--- config.mk ---
export PLATFORM = sky130hd
export DESIGN_NAME = subtract_instruction_unit
export DESIGN_NICKNAME = d
export VERILOG_FILES = /design/src/common/siu_pkg.sv /design/src/hw/subtract_instruction_unit.sv /design/src/hw/siu_sub8.sv
export VERILOG_INCLUDE_DIRS = /design/src /design/src/common
export SDC_FILE = /design/constraint.sdc
export NUM_CORES = 1
export LEC_CHECK = 0
export BUFFER_PORTS_ARGS = -buffer_cell sky130_fd_sc_hd__buf_2
export CORE_ASPECT_RATIO = 0.8
export CORE_UTILIZATION = 40
export CTS_CLUSTER_DIAMETER = 120
export DETAILED_ROUTE_END_ITERATION = 10
export PLACE_DENSITY = 0.7
export SLEW_MARGIN = 20
export SYNTH_ARGS = -nofsm -noshare
export SYNTH_HDL_FRONTEND = slang
export SYNTH_SLANG_ARGS = --single-unit
export TNS_END_PERCENT = 20
--- constraint.sdc ---
create_clock -name mclk -period 4.2 [get_ports mclk]
set_input_delay 0.84 -clock mclk [delete_from_list [all_inputs] [get_ports mclk]]
set_output_delay 0.84 -clock mclk [all_outputs]
set_load 0.01 [all_outputs]
--- src/common/siu_regs.svh ---
// Constants of the subtract instruction unit: opcode fields and reset values.
// Assumes a 14-bit instruction word delivered by the core's decode stage.
// Functional notes
// (RULE1) Literal minus accumulator written to accumulator.
// (RULE2) File register minus accumulator, 7-bit address.
// (RULE3) Destination bit picks accumulator or file register.
// (RULE4) Carry set when result positive, no borrow.
// (RULE5) Carry set when operands equal, zero result.
// (RULE6) Carry cleared on borrow; result wraps.
// (RULE7) Zero on zero result; digit carry without nibble borrow.
`ifndef SIU_REGS_SVH
`define SIU_REGS_SVH
`define SIU_LIT_OPC_HI   13
`define SIU_LIT_OPC_LO   9
`define SIU_LIT_OPC_VAL  5'h1e
`define SIU_FILE_OPC_HI  13
`define SIU_FILE_OPC_LO  8
`define SIU_FILE_OPC_VAL 6'h02
`define SIU_DEST_BIT     7
`define SIU_ADDR_HI      6
`define SIU_LIT_HI       7
`define SIU_ACC_RST      8'h00
`define SIU_FLAG_RST     1'b0
`define SIU_ADDR_RST     7'h00
`define SIU_WDATA_RST    8'h00
`endif

--- src/common/siu_pkg.sv ---
// Types shared by the subtract instruction unit.
// Assumes nothing beyond the constants header.
package siu_pkg;
  typedef enum logic [1:0] {SIU_IDLE, SIU_LIT, SIU_FILE} siu_op_e;
  typedef logic [7:0] siu_byte_t;
endpackage

--- src/hw/subtract_instruction_unit.sv ---
// Execution unit for the two subtract instructions of the 8-bit core.
// Assumes decode supplies one instruction per cycle with fileData already read
// for the addressed register; file writes are performed by the register file.
`include "siu_regs.svh"
module subtract_instruction_unit
  import siu_pkg::*;
(
  // Clock and reset
  input  wire logic        mclk,
  input  wire logic        sys_rst,
  // Instruction from decode
  input  wire logic        instrValid,
  input  wire logic [13:0] instrWord,
  input  wire siu_byte_t   fileData,
  // Accumulator state
  output siu_byte_t        accum,
  // File register write
  output logic             fileWe,
  output logic [6:0]       fileAddr,
  output siu_byte_t        fileWdata,
  // Status flags
  output logic             carryFlag,
  output logic             digitCarryFlag,
  output logic             zeroFlag
);
  siu_op_e   opKind;
  siu_byte_t minuend;
  siu_byte_t diff;
  logic      cOut;
  logic      dcOut;
  logic      zOut;
  logic      toFile;
  siu_byte_t accum_reg;
  logic      fileWe_reg;
  logic [6:0] fileAddr_reg;
  siu_byte_t fileWdata_reg;
  logic      carry_reg;
  logic      dc_reg;
  logic      zero_reg;

  function automatic siu_op_e decode_op(input logic [13:0] w);
    siu_op_e k;
    k = SIU_IDLE;
    if (w[`SIU_LIT_OPC_HI:`SIU_LIT_OPC_LO] == `SIU_LIT_OPC_VAL) begin
      k = SIU_LIT;
    end else if (w[`SIU_FILE_OPC_HI:`SIU_FILE_OPC_LO] == `SIU_FILE_OPC_VAL) begin
      k = SIU_FILE;
    end
    return k;
  endfunction

  // Reference arithmetic for the checks below; kept apart from the subtractor
  // so that a datapath fault cannot be mirrored by its own check
  function automatic logic no_borrow(input siu_byte_t m, input siu_byte_t s);
    return m >= s;
  endfunction

  function automatic siu_byte_t wrap_diff(input siu_byte_t m, input siu_byte_t s);
    logic [8:0] w;
    w = {1'b1, m} - {1'b0, s};
    return w[7:0];
  endfunction

  // Words that are neither subtract encoding decode as idle and change nothing
  assign opKind = instrValid ? decode_op(instrWord) : SIU_IDLE;
  assign toFile = (opKind == SIU_FILE) && instrWord[`SIU_DEST_BIT]; // RULE3

  always_comb begin
    case (opKind)
      SIU_LIT:  minuend = instrWord[`SIU_LIT_HI:0];                  // RULE1
      SIU_FILE: minuend = fileData;                                  // RULE2
      default:  minuend = 8'h00;
    endcase
  end

  siu_sub8 u_sub (
    .minuend    (minuend),
    .subtrahend (accum_reg),
    .diff       (diff),
    .carryOut   (cOut),
    .digitCarry (dcOut),
    .zeroOut    (zOut)
  );

  // Accumulator takes the difference unless the file is the target
  always_ff @(posedge mclk or posedge sys_rst) begin
    if (sys_rst) begin
      accum_reg <= `SIU_ACC_RST;
    end else if (opKind != SIU_IDLE && !toFile) begin
      accum_reg <= diff;                                             // RULE1
    end
  end

  // Address and data hold between file subtracts; only the strobe pulses
  always_ff @(posedge mclk or posedge sys_rst) begin
    if (sys_rst) begin
      fileWe_reg    <= 1'b0;
      fileAddr_reg  <= `SIU_ADDR_RST;
      fileWdata_reg <= `SIU_WDATA_RST;
    end else begin
      fileWe_reg <= toFile;                                          // RULE3
      if (opKind == SIU_FILE) begin
        fileAddr_reg  <= instrWord[`SIU_ADDR_HI:0];                  // RULE2
        fileWdata_reg <= diff;
      end
    end
  end

  // Flags update after either subtraction, whichever target was chosen
  always_ff @(posedge mclk or posedge sys_rst) begin
    if (sys_rst) begin
      carry_reg <= `SIU_FLAG_RST;
      dc_reg    <= `SIU_FLAG_RST;
      zero_reg  <= `SIU_FLAG_RST;
    end else if (opKind != SIU_IDLE) begin
      carry_reg <= cOut;                                             // RULE4
      dc_reg    <= dcOut;                                            // RULE7
      zero_reg  <= zOut;                                             // RULE7
    end
  end

  // Every output comes straight from a flip-flop
  assign accum          = accum_reg;
  assign fileWe         = fileWe_reg;
  assign fileAddr       = fileAddr_reg;
  assign fileWdata      = fileWdata_reg;
  assign carryFlag      = carry_reg;
  assign digitCarryFlag = dc_reg;
  assign zeroFlag       = zero_reg;

  // Checks of the result paths and the flags, one edge after the instruction
  chk_lit_result: assert property (@(posedge mclk) disable iff (sys_rst) // RULE1
    (opKind == SIU_LIT) |=> (accum == $past(instrWord[7:0]) - $past(accum_reg)))
    else $error("literal subtract result wrong");

  chk_file_result: assert property (@(posedge mclk) disable iff (sys_rst) // RULE2
    (opKind == SIU_FILE) |=> (fileWdata == $past(fileData) - $past(accum_reg)))
    else $error("file subtract result wrong");

  chk_dest_select: assert property (@(posedge mclk) disable iff (sys_rst) // RULE3
    (opKind == SIU_FILE && instrWord[7]) |=> (fileWe && $stable(accum)))
    else $error("destination select wrong");

  chk_carry_pos: assert property (@(posedge mclk) disable iff (sys_rst) // RULE4
    (opKind != SIU_IDLE && minuend > accum_reg) |=> carryFlag)
    else $error("carry not set on positive result");

  chk_carry_equal: assert property (@(posedge mclk) disable iff (sys_rst) // RULE5
    (opKind != SIU_IDLE && minuend == accum_reg) |=> (carryFlag && zeroFlag))
    else $error("carry or zero wrong on equal operands");

  chk_carry_borrow: assert property (@(posedge mclk) disable iff (sys_rst) // RULE6
    (opKind != SIU_IDLE && minuend < accum_reg) |=> (!carryFlag && !zeroFlag))
    else $error("carry not cleared on borrow");

  chk_digit_carry: assert property (@(posedge mclk) disable iff (sys_rst) // RULE7
    (opKind != SIU_IDLE) |=>
      (digitCarryFlag == ($past(minuend[3:0]) >= $past(accum_reg[3:0]))))
    else $error("digit carry wrong");

  chk_flags_hold: assert property (@(posedge mclk) disable iff (sys_rst) // RULE7
    (opKind == SIU_IDLE) |=> ($stable(zeroFlag) && $stable(carryFlag) && !fileWe))
    else $error("flags changed without a subtract");

  // Address and data outputs must follow every file subtract, whatever the target
  chk_file_addr: assert property (@(posedge mclk) disable iff (sys_rst) // RULE2
    (opKind == SIU_FILE) |=> (fileAddr == $past(instrWord[`SIU_ADDR_HI:0])))
    else $error("file address wrong");

  chk_file_hold: assert property (@(posedge mclk) disable iff (sys_rst) // RULE2
    (opKind != SIU_FILE) |=> ($stable(fileAddr) && $stable(fileWdata)))
    else $error("file outputs changed without a file subtract");

  chk_file_to_acc: assert property (@(posedge mclk) disable iff (sys_rst) // RULE3
    (opKind == SIU_FILE && !instrWord[`SIU_DEST_BIT]) |=>
      (!fileWe && accum == wrap_diff($past(fileData), $past(accum_reg))))
    else $error("accumulator target wrong");

  chk_we_source: assert property (@(posedge mclk) disable iff (sys_rst) // RULE3
    fileWe |-> $past(toFile))
    else $error("file write without a file target");

  chk_lit_no_write: assert property (@(posedge mclk) disable iff (sys_rst) // RULE1
    (opKind == SIU_LIT) |=> !fileWe)
    else $error("literal subtract wrote the file");

  // Refused words must leave the accumulator alone and raise no file write, even with instrValid high
  chk_refused_word: assert property (@(posedge mclk) disable iff (sys_rst) // RULE2
    (instrValid && opKind == SIU_IDLE) |=> (!fileWe && $stable(accum)))
    else $error("refused word changed state");

  chk_idle_accum: assert property (@(posedge mclk) disable iff (sys_rst) // RULE1
    (opKind == SIU_IDLE) |=> $stable(accum))
    else $error("accumulator changed without a subtract");

  chk_idle_dc: assert property (@(posedge mclk) disable iff (sys_rst) // RULE7
    (opKind == SIU_IDLE) |=> $stable(digitCarryFlag))
    else $error("digit carry changed without a subtract");

  // Exact flag values, so a stuck flag cannot hide behind the one-sided checks
  chk_carry_value: assert property (@(posedge mclk) disable iff (sys_rst) // RULE4
    (opKind != SIU_IDLE) |=>
      (carryFlag == no_borrow($past(minuend), $past(accum_reg))))
    else $error("carry value wrong");

  chk_zero_value: assert property (@(posedge mclk) disable iff (sys_rst) // RULE7
    (opKind != SIU_IDLE) |=> (zeroFlag == ($past(minuend) == $past(accum_reg))))
    else $error("zero flag value wrong");

  chk_equal_result: assert property (@(posedge mclk) disable iff (sys_rst) // RULE5
    (opKind != SIU_IDLE && !toFile && minuend == accum_reg) |=> (accum == 8'h00))
    else $error("equal operands did not give zero");

  // Borrow results wrap modulo 256 in both targets
  chk_borrow_wrap: assert property (@(posedge mclk) disable iff (sys_rst) // RULE6
    (opKind != SIU_IDLE && !toFile && minuend < accum_reg) |=>
      (accum == wrap_diff($past(minuend), $past(accum_reg))))
    else $error("wrapped accumulator result wrong");

  chk_borrow_file: assert property (@(posedge mclk) disable iff (sys_rst) // RULE6
    (toFile && minuend < accum_reg) |=>
      (fileWe && fileWdata == wrap_diff($past(minuend), $past(accum_reg))))
    else $error("wrapped file result wrong");
endmodule

--- src/hw/siu_sub8.sv ---
// Eight-bit subtractor with borrow-free carry, digit carry and zero outputs.
// Assumes purely combinational use by the unit's result register.
module siu_sub8
  import siu_pkg::*;
(
  // Operands
  input  wire siu_byte_t minuend,
  input  wire siu_byte_t subtrahend,
  // Results
  output siu_byte_t      diff,
  output logic           carryOut,
  output logic           digitCarry,
  output logic           zeroOut
);
  logic [8:0] wide;
  logic [4:0] nib;
  // Two's complement: carry out of m + ~s + 1 means no borrow
  assign wide       = {1'b0, minuend} + {1'b0, ~subtrahend} + 9'h001; // RULE1
  assign nib        = {1'b0, minuend[3:0]} + {1'b0, ~subtrahend[3:0]} + 5'h01;
  assign diff       = wide[7:0];                                      // RULE6
  assign carryOut   = wide[8];                                        // RULE4 RULE5 RULE6
  assign digitCarry = nib[4];                                         // RULE7
  assign zeroOut    = (wide[7:0] == 8'h00);                           // RULE7
endmodule

# [Word-level counts from Yosys, hierarchy flattened]
# Cells that the tools add are included.
[totals] reg_bits=27 inputBits=25 output_inout_bits=27 word_cells=26
[classes] add_sub_neg=4 eq_ne=4 mux=4 n_bitwise=2 n_reduce_logical=5
[op_table] op="$pmux 8 s2" n=1
[op_table] op="$add 8x8->9" n=1
[op_table] op="$add 9x1->9 const B" n=1
[op_table] op="$logic_not 8->1" n=1
[op_table] op="$not 8->8" n=1
[op_table] op="$eq 6x2->1 const B" n=1
[op_table] op="$mux 2" n=3
[op_table] op="$add 4x4->5" n=1
[op_table] op="$add 5x1->5 const B" n=1
[op_table] op="$eq 5x5->1 const B" n=1
[op_table] op="$not 4->4" n=1
[op_table] op="$eq 2x1->1 const B" n=1
[op_table] op="$eq 2x2->1 const B" n=1
[op_table] op="$logic_and 1x1->1" n=2
[op_table] op="$reduce_bool 2->1" n=1
[op_table] op="$logic_not 1->1" n=1

# [Depth between registers and ports, before layout]
[depth] ltp_word=9 depth_mapped=16 ltp_nobuf=14

# [Cells and area by module]
# From an unflattened synthesis, not the netlist that was laid out.
[unflattened] cells_unflattened=138 area_unflattened_um2=1599.0
[by_module_without_submodules] module="subtract_instruction_unit" n_inst=1 cells_per_inst=86 area_each_um2=1217.4 seq_area_each_um2=675.6
[by_module_without_submodules] module="siu_sub8" n_inst=1 cells_per_inst=52 area_each_um2=381.6 seq_area_each_um2=0.0

# [Worst setup path after synthesis]
# Ideal clock, no wire load.
[synth_path] path_kind="input port to flip-flop" start="input instrWord[9]" end="register zero_reg (netlist: zeroFlag)" setup_time_ps=92 t_arrival_ps=3410 required_time_ps=4108 path_slack_ps=699 stages=15 n_path_buf=2 cell_sequence="and4b_1 > nand3_1 > ha_1 > buf_2 > buf_2 > a22o_1 > nand2_1 > ha_1 > inv_1 > fa_1 > a211oi_2 > o21bai_1 > a211oi_2 > o2111ai_1 > o31ai_2"
[synth_via] elab_chain_len=9 elab_cells_between_ends=12 classes_between="2 x add/sub; 4 x eq/ne; 4 x mux; 2 x reduce/logical"
[synth_rtl] element="from (decl)" line_no="subtract_instruction_unit.sv:13" source="input wire logic [13:0] instrWord,"
[synth_rtl] element="$eq 6x2->1 (no source line)"
[synth_rtl] element="$mux 2" line_no="subtract_instruction_unit.sv:46" source="end else if (w[`SIU_FILE_OPC_HI:`SIU_FILE_OPC_LO] == `SIU_FILE_OPC_VAL) begin"
[synth_rtl] element="$mux 2 *" line_no="subtract_instruction_unit.sv:44" source="if (w[`SIU_LIT_OPC_HI:`SIU_LIT_OPC_LO] == `SIU_LIT_OPC_VAL) begin"
[synth_rtl] element="$mux 2 *" line_no="subtract_instruction_unit.sv:65" source="assign opKind = instrValid ? decode_op(instrWord) : SIU_IDLE;"
[synth_rtl] element="$eq 2x2->1 / $eq 2x1->1 (equally long branches)" line_no="subtract_instruction_unit.sv:69" source="case (opKind)"
[synth_rtl] element="$pmux 8 s2" line_no="subtract_instruction_unit.sv:69"
[synth_rtl] element="$add 8x8->9" line_no="siu_sub8.sv:18" source="assign wide = {1'b0, minuend} + {1'b0, ~subtrahend} + 9'h001;"
[synth_rtl] element="$add 9x1->9" line_no="siu_sub8.sv:18"
[synth_rtl] element="$logic_not 8->1" line_no="siu_sub8.sv:23" source="assign zeroOut = (wide[7:0] == 8'h00);"
[synth_rtl] element="to (signal assigned)" line_no="subtract_instruction_unit.sv:114" source="zero_reg <= `SIU_FLAG_RST;"
[synth_rtl] element="to (signal assigned)" line_no="subtract_instruction_unit.sv:118" source="zero_reg <= zOut;"
[synth_rtl] element="to (decl)" line_no="subtract_instruction_unit.sv:39" source="logic zero_reg;"
# Mark *: on every way between the ends. The rest lies on a longest branch, timed or not.
# A chain may end at the register's enable or synchronous reset.

# [Worst setup path after layout]
[layout_path] start="input instrWord[11]" end="register zero_reg (netlist: zeroFlag)"
# Same word-level chain as after synthesis.

==> impl_metrics.tcl <==
set metrics [dict create \
    p_leak_nw 1.00 \
    ir_drop_mv 0.205 \
    worst_ep_arrival_time_ps 3580 \
    yosysWarnings 0 \
    area_delta_synth_final_pct 23.1 \
    mostFrequentLayoutCell "buf_2" \
    wl_met2_um 1260 \
    ctsHoldBuffers 0 \
    numCtsBuffers 3 \
    synth-edff-count 0 \
    rsz0062_at_grt "no" \
    detail_route.vias_per_cell 4.96 \
    drt-met1-wl_um 1670 \
    drtIter0Drc 68 \
    root_buffer "clkbuf_8" \
    crit_path_end_kind "register" \
    status "completed" \
    clock.fmax_mhz 295 \
    layout-drive-gt1-share_pct 35.7 \
    worstPathMaxFanout 8 \
    die-area_um2 4200 \
    hold_ws_ps 509 \
    core_area_um2 3780 \
    io_buffer_count 51 \
    hold_class "reg2reg" \
    critPathLaunchType "input pin" \
    grt_usage_pct 17.3 \
    gp_congestion 0.876 \
    cts_sinks 27 \
    r2r_cells 8 \
    setup_viol 0 \
    grt_first_pass_wirelength_um 5560 \
    initial_core_util_pct 41.8 \
    die_y_um 58.2 \
    synth_area_um2 1580 \
    grt_max_degree 28 \
    max_slew_margin_pct 37.3 \
    clkTransAtPathRegs_ps 90 \
    synth_nets 192 \
    timing_worst_setup_path_type "in2reg" \
    synth-seq-cells 27 \
    diodes 0 \
    clkLatencyLatePin_ps 280 \
    post-route-util_pct 51.5 \
    syn_inst 155 \
    p_per_area_nw_per_um2 461 \
    post_cts_buffers 0 \
    rrSetupSlack_ps 2110 \
    clk_path_buf_depth 2 \
    skew_ps 3.86 \
    ctsHtreeMaxLevel 1 \
    yosys_most_used_dff "dfrtp_1" \
    grt_pass1_vias 1209 \
    async_flop_share_pct 100 \
    reg2reg_from "accum[0]" \
    drv_cap 0 \
    io_pins 52 \
    drtAntennaViolNets 0 \
    hold_viol 0 \
    setup-tns-final_ps 0 \
    cts_tree "built" \
    met3WireLength_um 202 \
    num_vias 1300 \
    post-route-period-util_pct 80.7 \
    antenna_found_initial 0 \
    place_hpwl_um 2570 \
    holdPathStages 1 \
    drcViolationCount 0 \
    yosysSeqAreaShare_pct 42.8 \
    wl_per_cell_um 12.1 \
    syn_avg_cell_area_um2 10.2 \
    routed.top_layer "met4" \
    firstDrtPassIters 4 \
    slew_violations 0 \
    crit_required_ps 4400 \
    mostFrequentLayoutCells "51 x buf_2, 27 x dfrtp_1, 14 x inv_1, 14 x nand2_1, 12 x mux2_2" \
    holdPathEnd "fileWdata[5]" \
    min-delay-start "fileWdata[5]" \
    fp.dieW_um 72.2 \
    grt-ovfl-total 0 \
    row_count 20 \
    min_period_ps 3390 \
    wl_um 3160 \
    worst_pin_slew_ps 935 \
    synth_cell_types 36 \
    num-nets-final 245 \
    r2r_end "zeroFlag" \
    postCtsResizedCells 0 \
]
## routing by layer
| layer | track usage (%) | up-vias |
|---|---|---|
| met3 | 4.35 | 4 |
| li1 | - | 652 |
| met5 | 0 | - |
| met1 | 25.5 | 587 |
| met2 | 25.2 | 57 |
| met4 | 5.04 | 0 |
## power breakdown
group	internal [mW]	switching, mW
clock network	0.0674	0.0831
registers	0.323	0.0376
logic	0.168	0.217
## cell usage after synthesis, types with 2 or more instances
cell type,instances,area share (%)
or2_1,2,0.79
a21oi_1,4,1.3
a211oi_2,3,2.4
nor2_1,11,2.6
xnor2_1,4,2.2
nand2_1,14,3.3
mux2i_1,3,1.9
inv_1,15,3.6
ha_1,11,8.7
o21ai_0,9,2.9
nor2b_1,8,3.2
clkbuf_1,2,0.48
dfrtp_1,27,43
a22oi_1,7,3.3
buf_2,3,0.95
mux2_2,12,8.6
## logic make-up (layout without fill, tap and decap cells)
family	Yosys count	after routing	synth area share [%]
flip-flops	27	27	42.8
XOR/XNOR	4	4	2.22
AO/OA/AOI/OAI	34	34	15.8
multiplexers	15	15	10.5
AND/OR/NAND/NOR	43	43	13.8
adder cells (fa/ha/maj)	12	12	9.98
buffers and inverters	20	72	4.99
## layout make-up
class	count	area [um2]
fillers	355	1830
multi-input cells	108	825
flip-flops and latches	27	676
repair buffers	53	270
well taps	55	68.8
inverters	15	56.3
clock buffers	3	41.3
clock inverters	1	7.51
## how the worst max path moves through the flow
stage	from	end	slack (ps)	depth (start not counted)
finish	instrWord[11]	zeroFlag	810	14
global route	instrWord[11]	zeroFlag	480	14
global placement	instrWord[11]	zeroFlag	560	14
floorplan	instrWord[9]	zeroFlag	700	15
detailed placement	instrWord[11]	zeroFlag	520	14
CTS	instrWord[11]	zeroFlag	810	14
## through the flow
stage               setup slack, ps  instance area, um2  cells  power (mW)
floorplan                       699                1580    155       0.623
global placement                556                1900    258       0.747
detailed placement              519                1900    258       0.750
CTS                             811                1940    262       0.905
global route                    479                1940    262       0.969
finish                          811                1940    262       0.896
## worst max-delay path: stages
cell       delay [ps]
buf_2             100
nor4b_1           290
nand2_1           140
ha_1              300
a22o_1            230
nand2_1            60
ha_1              140
inv_1              50
fa_1              420
a211oi_2          280
nor2_1            120
xnor2_1           250
o2111ai_1         170
o31ai_2           190
No activity file was read; power rests on OpenSTA's default activity.
